File: config.mk
export PLATFORM = sky130hd
export DESIGN_NAME = wdg_watchdog_timer
export DESIGN_NICKNAME = d
export VERILOG_FILES = /design/src/hw/wdg_pkg.sv /design/src/hw/wdg_tick_gen.sv /design/src/hw/wdg_pulse_gen.sv /design/src/hw/wdg_watchdog_timer.sv
export SDC_FILE = /design/constraint.sdc
export NUM_CORES = 1
export LEC_CHECK = 0
export BUFFER_PORTS_ARGS = -buffer_cell sky130_fd_sc_hd__buf_4
export CORE_MARGIN = 2
export CORE_UTILIZATION = 31
export CTS_BUF_LIST = sky130_fd_sc_hd__clkbuf_16
export DETAILED_ROUTE_END_ITERATION = 7
export GPL_ROUTABILITY_DRIVEN = 0
export SYNTH_ARGS = -nofsm -noshare
export SYNTH_HDL_FRONTEND = slang
export SYNTH_SLANG_ARGS = --single-unit
File: constraint.sdc
create_clock -name CLK -period 3 [get_ports CLK]
set_input_delay 0.3 -clock CLK [delete_from_list [all_inputs] [get_ports CLK]]
set_output_delay 0.3 -clock CLK [all_outputs]
set_load 0.02 [all_outputs]
File: src/hw/wdg_pkg.sv
// ----------------------------------------------------------------
// shared constants of the watchdog
// ----------------------------------------------------------------
package wdg_pkg;

	// ------------------------------------------------------------
	// register map
	// ------------------------------------------------------------
	localparam logic [7:0] SERVICE_ADDR = 8'ha6; // write-only
	localparam logic [7:0] PERIOD_ADDR  = 8'ha7; // period select
	localparam logic [7:0] ARM_FIRST    = 8'h1e; // first service byte
	localparam logic [7:0] ARM_SECOND   = 8'he1; // second service byte
	localparam logic [7:0] READ_ZERO    = 8'h00; // unmapped answer

	// period register layout
	localparam int         SEL_W     = 3;      // time-out select width
	localparam int         SEL_LSB   = 0;      // field position
	localparam logic [2:0] SEL_RESET = 3'h0;   // shortest period
	localparam int         ARMED_BIT = 7;      // read-only status bit
	localparam logic [3:0] PAD_ZERO  = 4'h0;   // spare bits read as 0

	// ------------------------------------------------------------
	// counter structure
	// ------------------------------------------------------------
	localparam int          PRESC_W    = 14;   // prescaler width
	localparam int          PROG_W     = 7;    // programmable counter
	localparam int          CNT_W      = PRESC_W + PROG_W;
	localparam logic [2:0]  PHASE_LAST = 3'h5; // six watchdog clocks per step
	localparam logic [2:0]  PHASE_ZERO = 3'h0;

	// ------------------------------------------------------------
	// timing
	// ------------------------------------------------------------
	localparam int OSC_PERIOD_NS = 8;   // oscillator = CLK
	localparam int CLK_PERIOD_NS = 8;   // 125 MHz
	localparam int RST_PULSE_OSC = 96;  // pulse length, osc periods
	localparam int RST_PULSE_CYC =
		(RST_PULSE_OSC * OSC_PERIOD_NS + CLK_PERIOD_NS - 1)
		/ CLK_PERIOD_NS;
	localparam int PULSE_W = 7;         // holds RST_PULSE_CYC
	localparam logic [PULSE_W-1:0] PULSE_LOAD =
		PULSE_W'(RST_PULSE_CYC);
	localparam logic [PULSE_W-1:0] PULSE_ZERO = 7'h00;

	// service sequence detector states
	typedef enum logic [1:0] {
		SEQ_IDLE  = 2'b01,
		SEQ_FIRST = 2'b10
	} wdg_seq_t;

endpackage

File: src/hw/wdg_tick_gen.sv
`timescale 1ns/10ps
// ----------------------------------------------------------------
// watchdog clock and six-phase step generator
// ----------------------------------------------------------------
module wdg_tick_gen (
	input  wire logic clk,
	input  wire logic resetn,
	input  wire logic run,          // armed and not powered down
	input  wire logic clear,        // restart the phase
	input  wire logic halve_select, // fixed osc/2 clock
	input  wire logic double_speed, // core in double-speed mode
	output logic      tick          // one counter step
);
	logic       half;   // osc/2 toggle
	logic       wd_en;  // one watchdog clock edge
	logic [2:0] phase;  // 0..5 phase count

	// osc/2 unless double speed without the halve select
	assign wd_en = (halve_select || !double_speed) ? half : 1'b1;

	// divider toggles only while running, so power-down freezes it
	always_ff @(posedge clk or negedge resetn) begin
		if (!resetn) begin
			half <= 1'b0;
		end else if (clear) begin
			half <= 1'b0;
		end else if (run) begin
			half <= ~half;
		end
	end

	// phase counter, one step per six watchdog clocks
	always_ff @(posedge clk or negedge resetn) begin
		if (!resetn) begin
			phase <= wdg_pkg::PHASE_ZERO;
			tick  <= 1'b0;
		end else if (clear) begin
			phase <= wdg_pkg::PHASE_ZERO;
			tick  <= 1'b0;
		end else begin
			tick <= 1'b0;
			if (run && wd_en) begin
				if (phase == wdg_pkg::PHASE_LAST) begin
					phase <= wdg_pkg::PHASE_ZERO;
					tick  <= 1'b1;
				end else begin
					phase <= phase + 3'h1;
				end
			end
		end
	end
endmodule

File: src/hw/wdg_pulse_gen.sv
`timescale 1ns/10ps
// ----------------------------------------------------------------
// fixed-length chip reset pulse
// ----------------------------------------------------------------
module wdg_pulse_gen (
	input  wire logic clk,
	input  wire logic resetn,
	input  wire logic start, // overflow seen
	output logic      pulse  // high while reset is forced
);
	logic [wdg_pkg::PULSE_W-1:0] remain; // cycles left
	logic [wdg_pkg::PULSE_W-1:0] width;  // helper for the check

	// load on start, count down to zero
	always_ff @(posedge clk or negedge resetn) begin
		if (!resetn) begin
			remain <= wdg_pkg::PULSE_ZERO;
			pulse  <= 1'b0;
		end else if (start) begin
			remain <= wdg_pkg::PULSE_LOAD - 7'h01;
			pulse  <= 1'b1;
		end else if (remain != wdg_pkg::PULSE_ZERO) begin
			remain <= remain - 7'h01;
		end else begin
			pulse  <= 1'b0;
		end
	end

	// measured pulse width, read only by the check below
	always_ff @(posedge clk or negedge resetn) begin
		if (!resetn) begin
			width <= wdg_pkg::PULSE_ZERO;
		end else if (pulse) begin
			width <= width + 7'h01;
		end else begin
			width <= wdg_pkg::PULSE_ZERO;
		end
	end
endmodule

File: src/hw/wdg_watchdog_timer.sv
// Chosen here: the plain strobed port.
`timescale 1ns/10ps
// How it works
// - halve select: watchdog clock is osc/2
// - otherwise osc/2, or osc in double speed
// - disabled and idle after any reset
// - arm by writing 1Eh then E1h
// - each completed sequence clears the count
// - once armed, nothing but reset stops it; here its own overflow also drops ARMED
// - overflow forces reset, 96-period high pulse
// - 14-bit prescaler then 7-bit counter
// - period is 6*(2^(14+sel)-1) watchdog clocks
// - each select step doubles the period
// - keeps counting through idle mode
// - power-down freezes count, wake resumes it
// - reset wake from power-down clears, disables
// - service register is write-only, control only
// - upper period bits indeterminate, write zero
// - time-out select resets to zero
module wdg_watchdog_timer #(
	parameter int PRESCALE_BITS = wdg_pkg::PRESC_W // shorten in sim
) (
	input  wire logic       CLK,
	input  wire logic       RESETN,
	input  wire logic [7:0] ADDR,
	input  wire logic [7:0] WDATA,
	input  wire logic       WR,
	input  wire logic       RD,
	input  wire logic       WD_CLOCK_HALVE_SELECT,
	input  wire logic       DOUBLE_SPEED_MODE,
	input  wire logic       POWER_DOWN,
	output logic [7:0]      RDATA,
	output logic            RST_OUT,
	output logic            ARMED
);
	// ------------------------------------------------------------
	// internal state
	// ------------------------------------------------------------
	logic [2:0]                 timeout_select; // period field
	wdg_pkg::wdg_seq_t          seq_state;      // sequence detector
	wdg_pkg::wdg_seq_t          next_seq_state;
	logic [wdg_pkg::PRESC_W-1:0] presc;         // low stage
	logic [wdg_pkg::PROG_W-1:0]  prog;          // high stage
	logic                       tick;           // one count step
	logic                       overflow;       // one-cycle pulse
	logic                       service_wr;     // write to service
	logic                       period_wr;      // write to period
	logic                       arm_now;        // sequence complete
	logic                       run;            // divider running
	logic [wdg_pkg::CNT_W-1:0]  count;          // joined count
	logic [wdg_pkg::CNT_W:0]    lim_bit;        // 2^(n) one-hot
	logic [wdg_pkg::CNT_W:0]    lim_wide;       // 2^(n)-2
	logic [wdg_pkg::CNT_W-1:0]  limit;          // last count before overflow
	logic                       at_limit;

	// ------------------------------------------------------------
	// address decode
	// ------------------------------------------------------------
	assign service_wr = WR && (ADDR == wdg_pkg::SERVICE_ADDR);
	assign period_wr  = WR && (ADDR == wdg_pkg::PERIOD_ADDR);

	// ------------------------------------------------------------
	// service sequence detector
	// ------------------------------------------------------------

	// any other byte breaks the pair; a fresh first byte restarts
	always_comb begin
		next_seq_state = seq_state;
		arm_now        = 1'b0;
		if (service_wr) begin
			case (seq_state)
				wdg_pkg::SEQ_IDLE: begin
					if (WDATA == wdg_pkg::ARM_FIRST) begin
						next_seq_state = wdg_pkg::SEQ_FIRST;
					end
				end
				wdg_pkg::SEQ_FIRST: begin
					if (WDATA == wdg_pkg::ARM_SECOND) begin
						arm_now        = 1'b1;
						next_seq_state = wdg_pkg::SEQ_IDLE;
					end else if (WDATA == wdg_pkg::ARM_FIRST) begin
						next_seq_state = wdg_pkg::SEQ_FIRST;
					end else begin
						next_seq_state = wdg_pkg::SEQ_IDLE;
					end
				end
				default: begin
					next_seq_state = wdg_pkg::SEQ_IDLE;
				end
			endcase
		end
	end

	// written byte is not stored; it only steers the detector
	always_ff @(posedge CLK or negedge RESETN) begin
		if (!RESETN) begin
			seq_state <= wdg_pkg::SEQ_IDLE;
		end else begin
			seq_state <= next_seq_state;
		end
	end

	// ------------------------------------------------------------
	// arm flag
	// ------------------------------------------------------------

	// only reset or our own overflow (which resets the chip)
	// drop it; a reset ending power-down lands here too
	always_ff @(posedge CLK or negedge RESETN) begin
		if (!RESETN) begin
			ARMED <= 1'b0;
		end else if (overflow) begin
			ARMED <= 1'b0;
		end else if (arm_now) begin
			ARMED <= 1'b1;
		end
	end

	// ------------------------------------------------------------
	// period register
	// ------------------------------------------------------------

	// upper bits are dropped on write, software keeps them zero
	always_ff @(posedge CLK or negedge RESETN) begin
		if (!RESETN) begin
			timeout_select <= wdg_pkg::SEL_RESET;
		end else if (period_wr) begin
			timeout_select <=
				WDATA[wdg_pkg::SEL_LSB +: wdg_pkg::SEL_W];
		end
	end

	// ------------------------------------------------------------
	// step generator
	// ------------------------------------------------------------

	// idle mode does not stop it; power-down does
	assign run = ARMED && !POWER_DOWN;

	wdg_tick_gen u_tick (
		.clk          (CLK),
		.resetn       (RESETN),
		.run          (run),
		.clear        (arm_now || overflow),
		.halve_select (WD_CLOCK_HALVE_SELECT),
		.double_speed (DOUBLE_SPEED_MODE),
		.tick         (tick)
	);

	// ------------------------------------------------------------
	// prescaler and programmable counter
	// ------------------------------------------------------------
	assign count = {prog, presc};

	// terminal count 2^(prescale+sel)-1, doubling per select step;
	// limit sits one below it, so the step that would land on the
	// terminal count is the one that overflows: 2^n-1 steps in all
	assign lim_bit  = {{wdg_pkg::CNT_W{1'b0}}, 1'b1}
		<< (PRESCALE_BITS + int'(timeout_select));
	assign lim_wide = lim_bit - {{(wdg_pkg::CNT_W-1){1'b0}}, 2'h2};
	assign limit    = lim_wide[wdg_pkg::CNT_W-1:0];
	assign at_limit = (count == limit);

	// prescaler carries into the programmable stage
	always_ff @(posedge CLK or negedge RESETN) begin
		if (!RESETN) begin
			presc <= '0;
			prog  <= '0;
		end else if (arm_now || overflow) begin
			presc <= '0;
			prog  <= '0;
		end else if (tick && !at_limit) begin
			presc <= presc + 1'b1;
			if (&presc) begin
				prog <= prog + 1'b1;
			end
		end
	end

	// overflow when a step lands on the terminal count
	always_ff @(posedge CLK or negedge RESETN) begin
		if (!RESETN) begin
			overflow <= 1'b0;
		end else begin
			overflow <= tick && at_limit && ARMED
				&& !arm_now;
		end
	end

	// ------------------------------------------------------------
	// reset pulse
	// ------------------------------------------------------------
	wdg_pulse_gen u_pulse (
		.clk    (CLK),
		.resetn (RESETN),
		.start  (overflow),
		.pulse  (RST_OUT)
	);

	// ------------------------------------------------------------
	// read port
	// ------------------------------------------------------------

	// data valid only in the cycle after the strobe; the service
	// register is write-only and reads as zero
	always_ff @(posedge CLK or negedge RESETN) begin
		if (!RESETN) begin
			RDATA <= wdg_pkg::READ_ZERO;
		end else if (RD && (ADDR == wdg_pkg::PERIOD_ADDR)) begin
			RDATA <= {ARMED, wdg_pkg::PAD_ZERO, timeout_select};
		end else begin
			RDATA <= wdg_pkg::READ_ZERO;
		end
	end
endmodule

==> results of run 1 <==
kinds of logic after synthesis:
kind of cell / synth area share
AND/OR/NAND/NOR: 0.266
AO/OA/AOI/OAI: 0.128
multiplexers: 0.0167
buffers and inverters: 0.0521
flip-flops: 0.431
other: 0.00143
XOR/XNOR: 0.0469
adder cells (fa/ha/maj): 0.0574
power by group through the flow:
stage	clock [mW]	sequential [mW]	combinational (mW)
detailed placement	0	0.625	0.0774
global route	0.586	0.614	0.0872
finish	0.534	0.614	0.0763
CTS	0.550	0.614	0.0777
global placement	0	0.625	0.0761
floorplan	0	0.625	0.0381
synth_stat cells (4+ instances only):
cell type / n / share of area
dfrtp_1: 44 / 0.42
nand2_1: 31 / 0.044
nor2_1: 17 / 0.024
inv_1: 15 / 0.022
ha_1: 12 / 0.057
a21oi_1: 10 / 0.019
nand3_1: 10 / 0.019
o21ai_0: 10 / 0.019
or3_1: 7 / 0.017
or3_2: 7 / 0.020
xnor2_1: 7 / 0.023
xor2_1: 7 / 0.023
nand4_1: 6 / 0.014
o31ai_1: 6 / 0.017
a21oi_2: 5 / 0.017
nor2b_1: 5 / 0.012
o211ai_1: 5 / 0.014
o21ai_2: 5 / 0.017
or4_2: 5 / 0.017
and3_1: 4 / 0.0096
buf_4: 4 / 0.011
or4_1: 4 / 0.011
sequential cells by signal, indices dropped and copies added, names as in the netlist:
register,cells
presc,14
prog,7
u_pulse.remain,7
RDATA,4
timeout_select,3
u_tick.phase,3
seq_state,2
ARMED,1
overflow,1
u_pulse.pulse,1
u_tick.half,1
u_tick.tick,1
per-layer routing:
metal | vias to the layer above | global-route usage | part of all wire | routed length (um)
met5 | - | 0 | 0 | 0
met4 | 0 | 0.0357 | 0.010 | 51
met3 | 4 | 0.0305 | 0.036 | 184
met2 | 35 | 0.203 | 0.47 | 2380
met1 | 976 | 0.167 | 0.48 | 2450
li1 | 1025 | - | - | -
area by class of cell:
type	count	area, um2	share of cell area
sequential	45	1130	0.366
multi-input combinational	204	1360	0.442
inverter	15	56.3	0.0183
tap	105	131	0.0426
clock buffer	5	125	0.0406
timing repair buffer	33	260	0.0845
clock inverter	3	17.5	0.00569
per-stage QoR:
step	hold slack (ns)	std cells	cell area [um2]	power, mW	worst slack, ns
after global placement	0.348	402	2940	0.701	0.400
after CTS	0.0327	410	3080	1.24	0.321
after global routing	0.0543	410	3080	1.29	0.181
final	0.00729	410	3080	1.22	0.329
after detailed placement	0.340	402	2940	0.702	0.335
after floorplan	0.00441	274	2630	0.663	0.332
final timing paths:
kind                                        start                 to  slack (ns)
worst max-delay path            timeout_select[2]           presc[1]        0.33
worst min-delay path                       RESETN       seq_state[1]       0.007
worst max register to register  timeout_select[2]           presc[1]        0.33
worst min register to register  u_pulse.remain[6]  u_pulse.remain[6]        0.48
max in group asynchronous                  RESETN    u_tick.phase[1]        2.61
min in group CLK                         WDATA[1]  timeout_select[1]        0.27
==> impl_metrics.py, run 1 <==
metrics = {
    "run_status": {
        "outcome": "complete, no violations",
    },
    "logic_synthesis": {
        "synth_area_per_cell_um2": 9.65,
        "yosysUniqueCellTypes": 51,
        "syn-cell-area_mm2": 0.00262,
        "syn_inst": 271,
        "yosysSeqAreaShare": 0.431,
        "synthArstFlopShare": 1.00,
        "synth_edf_count": 0,
        "ys_warn_count": 0,
        "ys_seq_elements": 45,
        "synth-main-ff-cell": "dfrtp_1",
    },
    "critical_path": {
        "path_delay_family": "simple AND/OR/NAND/NOR gates",
        "cp_slowest_cell": "dfrtp_1",
        "critical_path_depth": 9,
        "end_kind": "flop",
        "worstPathArrival_ns": 2.87,
        "crit_required_ns": 3.20,
        "slowest_delay_ns": 0.43,
        "startpoint_type": "flop",
        "cp_num_buf_inv": 2,
        "critPathKind": "reg2reg",
        "path_cells": "inv_1, ha_1, or3b_1, or3_1, a32o_1, nor4_4, buf_12, nor2_1, a211oi_2",
        "worstPathMaxFanout": 27,
        "rr_worst_depth": 9,
    },
    "pwr": {
        "powerDensity_mw_per_mm2": 397,
        "power_switching_mw": 0.272,
        "comb_power_share": 0.062,
        "power_leakage_nw": 1.30,
        "clkPwrFrac": 0.436,
        "ir_drop_mv": 0.185,
        "switching_share": 0.222,
        "p_seq_frac": 0.502,
        "internal_power_mw": 0.952,
    },
    "timing": {
        "setup_viol": 0,
        "fin_worst_skew_ns": 0.00279,
        "timing.fmax_mhz": 374,
        "rsz0062_at_grt": "no",
        "min_period_over_period": 0.890,
        "slew-limit-headroom": 0.523,
        "setup_tns_ns": 0,
        "hold_viol": 0,
        "worst_pin_slew_ns": 0.713,
        "fin_crit_ns": 2.67,
        "slew_violations": 0,
    },
    "flow_run": {
        "maxCapViolations": 0,
    },
    "global_route": {
        "grt_pass1_vias": 2009,
        "grt_pass1_wl_mm": 9.07,
        "track_usage": 0.125,
        "grt_start_max_net_pins": 46,
        "grt_antenna_before_repair": 0,
        "grt-ovfl-total": 0,
    },
    "clocking": {
        "hold_buffers": 0,
        "cts_max_level": 2,
        "cts_made_buffers": 5,
        "insertion_delay_ns": 0.28,
        "clockRootBuffer": "clkbuf_16",
        "cts_setup_buffers": 0,
        "clock_path_buffers": 2,
        "cts_resized": 0,
        "clk_pin_slew_ns": 0.06,
        "cts_tree": "built",
        "tritoncts_num_sinks": 45,
    },
    "floorplanning": {
        "fp.dieH_um": 95.8,
        "die_w_um": 95.8,
        "rows": 33,
        "io_pins": 33,
        "initial_core_util": 0.318,
        "die_area_mm2": 0.00919,
        "core_mm2": 0.00822,
    },
    "detailed_routing": {
        "dr.pass1.iters": 4,
        "vias": 2040,
        "wl_per_cell_um": 12.4,
        "drtIter0Drc": 52,
        "detail-route-antenna-nets": 0,
        "drc_errors": 0,
        "finalWirelength_mm": 5.07,
        "avgViaCountPerCell": 4.98,
    },
    "finish": {
        "final_cell_mix": "dfrtp_1 (44), buf_4 (32), nand2_1 (31)",
        "fillCellCount": 825,
        "final_util": 0.375,
        "final_common_cell": "dfrtp_1",
        "final_nets": 339,
        "area_growth_syn_to_layout_pct": 17.8,
        "antenna_cells": 0,
        "layout-drive-gt1-share": 0.243,
    },
    "hold_path": {
        "min_path_type": "in2async",
    },
    "placed_design": {
        "dp_hpwl_mm": 3.68,
        "io_buffers": 28,
    },
}
(Power assumes the default switching activity.)
==> inputs of run 2 (changes only) <==
CORE_UTILIZATION = 30   (was 31)
clock period = 2.2 ns   (was 3 ns; I/O delays follow)
==> run 2 against run 1 <==
Effect of this change:
- the run now ends with negative setup slack left
- hold slack better by 0.18 ns
- sequential share of layout area down 3.5 points
- cell area up 11%
- setup slack worse by 0.65 ns
- first-iteration DRC count unchanged
- critical endpoint is now presc[3]
- largest cell class unchanged
- highest routed layer unchanged
==> impl_metrics.py, run 2 (same netlist as run 1, synthesis figures left out) <==
metrics = {
    "run_status": {
        "outcome": "complete, but fails checks",
        "violations": "negative setup slack",
    },
    "pwr": {
        "power_leakage_nw": 1.47,
        "ir_drop_mv": 0.283,
        "p_total_mw": 1.71,
        "powerDensity_mw_per_mm2": 501,
    },
    "timing": {
        "setup_tns_ns": -5.46,
        "rsz0062_at_grt": "yes",
        "fin_worst_skew_ns": 0.00640,
        "min_period_over_period": 1.15,
        "worst_pin_slew_ns": 0.687,
        "slew_violations": 0,
        "setup_slack_ns": -0.319,
        "slew-limit-headroom": 0.541,
        "hold_viol": 0,
        "timing.fmax_mhz": 397,
        "fin_crit_ns": 2.52,
        "setup_viol": 22,
    },
    "floorplanning": {
        "initial_core_util": 0.304,
        "core_mm2": 0.00859,
        "die_w_um": 97.4,
        "rows": 34,
        "fp.dieH_um": 97.4,
        "io_pins": 33,
        "die_area_mm2": 0.00948,
    },
    "critical_path": {
        "worstPathArrival_ns": 2.69,
        "end_kind": "flop",
        "cp_slowest_cell": "dfrtp_2",
        "crit_required_ns": 2.37,
        "worstPathMaxFanout": 22,
        "critPathKind": "reg2reg",
        "path_delay_family": "simple AND/OR/NAND/NOR gates",
        "path_cells": "inv_4, ha_4, or3b_1, or3_1, a32o_2, nor4_4, buf_12, buf_12, or3_2, a21oi_2",
        "startpoint_type": "flop",
        "cpMostUsedCell": "buf_12",
        "reg2reg_slack_ns": -0.32,
        "slowest_delay_ns": 0.42,
        "cp_num_buf_inv": 3,
    },
    "placed_design": {
        "dp_hpwl_mm": 3.92,
        "io_buffers": 28,
    },
    "finish": {
        "ff_latch_area_mm2": 0.00113,
        "fillCellCount": 868,
        "largest_reg_flops": 14,
        "max_flop_register": "presc",
        "area_growth_syn_to_layout_pct": 30.5,
        "final_common_cell": "buf_4",
        "final_cell_mix": "buf_4 (55), dfrtp_1 (43), nand2_1 (31)",
        "top_regs": "presc x14, prog x7, u_pulse.remain x7",
        "final_nets": 366,
        "antenna_cells": 0,
        "multiInputGateArea_mm2": 0.00146,
        "layout-drive-gt1-share": 0.346,
    },
    "detailed_routing": {
        "vias": 2189,
        "dr.pass1.iters": 4,
        "avgViaCountPerCell": 4.98,
        "detail-route-antenna-nets": 0,
        "drc_errors": 0,
        "wl_per_cell_um": 12.4,
        "drtIter0Drc": 52,
        "finalWirelength_mm": 5.47,
    },
    "hold_path": {
        "min_path_type": "in2reg",
    },
    "global_route": {
        "grt_pass1_vias": 2091,
        "grt_pass1_wl_mm": 9.39,
        "grt_start_max_net_pins": 46,
        "grt_antenna_before_repair": 0,
        "track_usage": 0.119,
        "grt-ovfl-total": 0,
    },
    "clocking": {
        "tritoncts_num_sinks": 45,
        "cts_made_buffers": 5,
        "clockRootBuffer": "clkbuf_16",
        "clock_path_buffers": 2,
        "insertion_delay_ns": 0.29,
        "cts_tree": "built",
        "clk_pin_slew_ns": 0.07,
        "cts_max_level": 2,
    },
    "flow_run": {
        "maxCapViolations": 0,
    },
}
[run 2: metal layers]
layer | vias to the layer above | GRT usage | share of wire
met5 | - | 0 | 0
met3 | 5 | 0.0230 | 0.039
met1 | 1060 | 0.156 | 0.48
met4 | 0 | 0.0385 | 0.011
li1 | 1074 | - | -
met2 | 50 | 0.197 | 0.47
[run 2: area by class of cell]
type                            count  area share
Multi-Input combinational cell    204       0.428
Sequential cell                    45       0.331
Timing Repair Buffer               60       0.142
Tap cell                          108      0.0396
Clock buffer                        5      0.0367
Inverter                           15      0.0172
Clock inverter                      3     0.00550
[run 2: report_power, final]
group	internal [mW]	total [mW]	switching [mW]
registers	0.833	0.837	0.00421
logic	0.0707	0.140	0.0696
clock network	0.417	0.734	0.317
[run 2: worst paths after layout]
check                                   from  cells after the start                end
max                        timeout_select[1]                     10           presc[3]
min                                 WDATA[1]                      2  timeout_select[1]
max reg2reg                timeout_select[1]                     10           presc[3]
min reg2reg                u_pulse.remain[6]                      1  u_pulse.remain[6]
max in group asynchronous             RESETN                      2  timeout_select[1]
min in group asynchronous             RESETN                      2           RDATA[2]
[run 2: repair_timing]
| action | 4_1_cts | 5_1_grt |
|---|---|---|
| endpoints found under the hold margin | 44 | 0 |
| hold buffers | 1 | 0 |
| buffers inserted | 0 | 0 |
| gates cloned | 1 | 0 |
| gates resized for setup | 10 | 8 |
| endpoints found under the setup margin | 22 | 22 |
| pin swaps | 3 | 1 |
[run 2: per-stage QoR]
step / std cells / setup slack, ns / util / instance area (um2) / hold slack (ns)
final: 440 / -0.319 / 0.397 / 3410 / 0.182
after global routing: 440 / -0.431 / 0.397 / 3410 / 0.186
after CTS: 440 / -0.293 / 0.392 / 3360 / 0.176
after detailed placement: 430 / -0.321 / 0.367 / 3160 / 0.268
after global placement: 430 / -0.263 / 0.367 / 3160 / 0.263
after floorplan: 274 / -0.300 / - / 2640 / -0.0756
==> inputs of run 3 (changes only) <==
CORE_UTILIZATION = 52   (was 30)
PLACE_DENSITY = 0.76   (was not set)
==> run 3 against run 2 <==
Effect of this change:
- the run still ends with negative setup slack left
- combinational power is 5% lower
- fmax fell by 0.44%
- clock skew is essentially flat
- first-iteration DRC count increased to 2.8 times the previous value
- die area down 41%
- cell area decreased by 2.7%
- final cell count down 11%
- global-route usage rose by 9.3 points
- sequential share of layout area increased by 0.92 points
- critical path depth is the same
- power grew 0.50%
- largest cell class unchanged
==> impl_metrics.py, run 3 (same netlist as run 1, synthesis figures left out) <==
metrics = {
    "placed_design": {
        "io_buffers": 28,
        "placed_cells": 377,
        "dp_hpwl_mm": 3.70,
        "post-place-ws_ns": -0.300,
    },
    "global_route": {
        "grt_pass1_wl_mm": 9.11,
        "grt_antenna_before_repair": 0,
        "grt_pass1_vias": 2059,
        "grt_start_max_net_pins": 46,
        "grt-ovfl-total": 0,
        "track_usage": 0.212,
    },
    "critical_path": {
        "rr_worst_depth": 10,
        "worstPathMaxFanout": 13,
        "path_cells": "buf_4, buf_4, nor3b_2, mux2i_1, xnor2_2, nor4_4, buf_6, clkbuf_16, or4_2, nand2_1",
        "timing.rr.start": "timeout_select[1]",
        "slowest_delay_ns": 0.63,
        "cp_slowest_cell": "or4_2",
        "worstPathArrival_ns": 2.75,
        "startpoint_type": "flop",
        "path_delay_family": "simple AND/OR/NAND/NOR gates",
        "r2r-end": "presc[12]",
        "end_kind": "flop",
        "critPathKind": "reg2reg",
        "crit_required_ns": 2.42,
        "cp_num_buf_inv": 4,
        "reg2reg_slack_ns": -0.33,
        "cpMostUsedCell": "buf_4",
    },
    "clocking": {
        "insertion_delay_ns": 0.29,
        "tritoncts_num_sinks": 45,
        "cts_max_level": 2,
        "clk_pin_slew_ns": 0.07,
        "cts_tree": "built",
        "clockRootBuffer": "clkbuf_16",
        "clock_path_buffers": 2,
        "cts_made_buffers": 5,
    },
    "pwr": {
        "comb_power_share": 0.077,
        "powerDensity_mw_per_mm2": 518,
        "power_leakage_nw": 1.45,
        "clkPwrFrac": 0.436,
        "internal_power_mw": 1.32,
        "p_seq_frac": 0.487,
        "ir_drop_mv": 0.328,
        "switching_share": 0.230,
        "power_switching_mw": 0.396,
    },
    "detailed_routing": {
        "vias": 2163,
        "avgViaCountPerCell": 5.52,
        "detail-route-antenna-nets": 0,
        "wl_per_cell_um": 14.2,
        "drtIter0Drc": 143,
        "drc_errors": 0,
        "dr.pass1.iters": 4,
        "finalWirelength_mm": 5.56,
    },
    "finish": {
        "largest_reg_flops": 14,
        "fillCellCount": 375,
        "antenna_cells": 0,
        "final_util": 0.694,
        "multiInputGateArea_mm2": 0.00145,
        "final_cell_mix": "buf_4 (48), dfrtp_1 (43), nand2_1 (30)",
        "instances_no_fill": 392,
        "final_nets": 359,
        "area_growth_syn_to_layout_pct": 26.9,
        "layout-drive-gt1-share": 0.332,
        "final_common_cell": "buf_4",
        "max_flop_register": "presc",
        "top_regs": "presc x14, prog x7, u_pulse.remain x7",
        "ff_latch_area_mm2": 0.00113,
    },
    "floorplanning": {
        "io_pins": 33,
        "fp.dieH_um": 74.9,
        "die_area_mm2": 0.00561,
        "rows": 25,
        "initial_core_util": 0.546,
        "core_mm2": 0.00479,
        "die_w_um": 74.9,
    },
    "run_status": {
        "outcome": "complete, but fails checks",
        "violations": "negative setup slack",
    },
    "timing": {
        "fin_worst_skew_ns": 0.00591,
        "fin_crit_ns": 2.53,
        "slew-limit-headroom": 0.533,
        "worst_pin_slew_ns": 0.698,
        "holdWs_ns": 0.180,
        "min_period_over_period": 1.15,
        "setup_viol": 22,
        "setup_slack_ns": -0.330,
        "setup_tns_ns": -5.47,
        "timing.fmax_mhz": 395,
        "rsz0062_at_grt": "yes",
        "hold_viol": 0,
        "slew_violations": 0,
    },
    "flow_run": {
        "maxCapViolations": 0,
    },
    "hold_path": {
        "min_to": "timeout_select[1]",
        "holdPathStages": 2,
        "min_from": "WDATA[1]",
        "min_path_type": "in2reg",
    },
}
[run 3: how the worst max path moves through the flow]
stage | start | to | slack [ns] | cells past startpoint
floorplan | timeout_select[2] | overflow | -0.30 | 9
global placement | timeout_select[1] | presc[8] | -0.26 | 9
detailed placement | timeout_select[2] | presc[1] | -0.30 | 9
CTS | timeout_select[1] | presc[1] | -0.29 | 9
global route | timeout_select[2] | presc[12] | -0.43 | 10
finish | timeout_select[1] | presc[12] | -0.33 | 10
[run 3: routing by layer]
layer | vias to the layer above | routed length (um) | track usage
li1 | 1066 | - | -
met5 | - | 0 | 0
met1 | 1038 | 2560 | 0.273
met3 | 11 | 212 | 0.0388
met4 | 0 | 84 | 0.0675
met2 | 48 | 2710 | 0.362
[run 3: repair_timing]
| action | CTS | global route |
|---|---|---|
| endpoints found under the hold margin | 44 | 0 |
| resized for setup | 4 | 12 |
| setup buffers | 0 | 4 |
| hold buffers | 1 | 0 |
| setup endpoints to repair | 22 | 22 |
| cloned | 0 | 2 |
| pin swaps | 0 | 11 |
[run 3: layout make-up]
cell class / count / share of cell area
Inverter: 15 / 0.0170
Timing Repair Buffer: 53 / 0.136
Sequential cell: 45 / 0.340
Clock buffer: 5 / 0.0377
Clock inverter: 3 / 0.00641
Multi-Input combinational cell: 204 / 0.438
Tap cell: 67 / 0.0253
[run 3: per-stage QoR]
stage          area [um2]  total power [mW]
2_1_floorplan        2640             0.908
3_3_place_gp         3000             0.969
3_5_place_dp         3000             0.972
4_1_cts              3180              1.71
5_1_grt              3320              1.79
6_report             3320              1.72
[run 3: power by group through the flow]
| stage | registers (mW) | clock network [mW] | logic, mW |
|---|---|---|---|
| global placement | 0.852 | 0 | 0.117 |
| finish | 0.837 | 0.749 | 0.133 |
| CTS | 0.837 | 0.753 | 0.123 |
| global route | 0.837 | 0.808 | 0.150 |
| detailed placement | 0.853 | 0 | 0.119 |
| floorplan | 0.853 | 0 | 0.0545 |
[run 3: worst register-to-register path, delay by kind of cell (launching register included)]
family        cells  cell delay (ns)
flops             1             0.42
simple gates      4             0.96
xor+xnor          1             0.19
buf+inv           4             0.59
mux               1             0.30
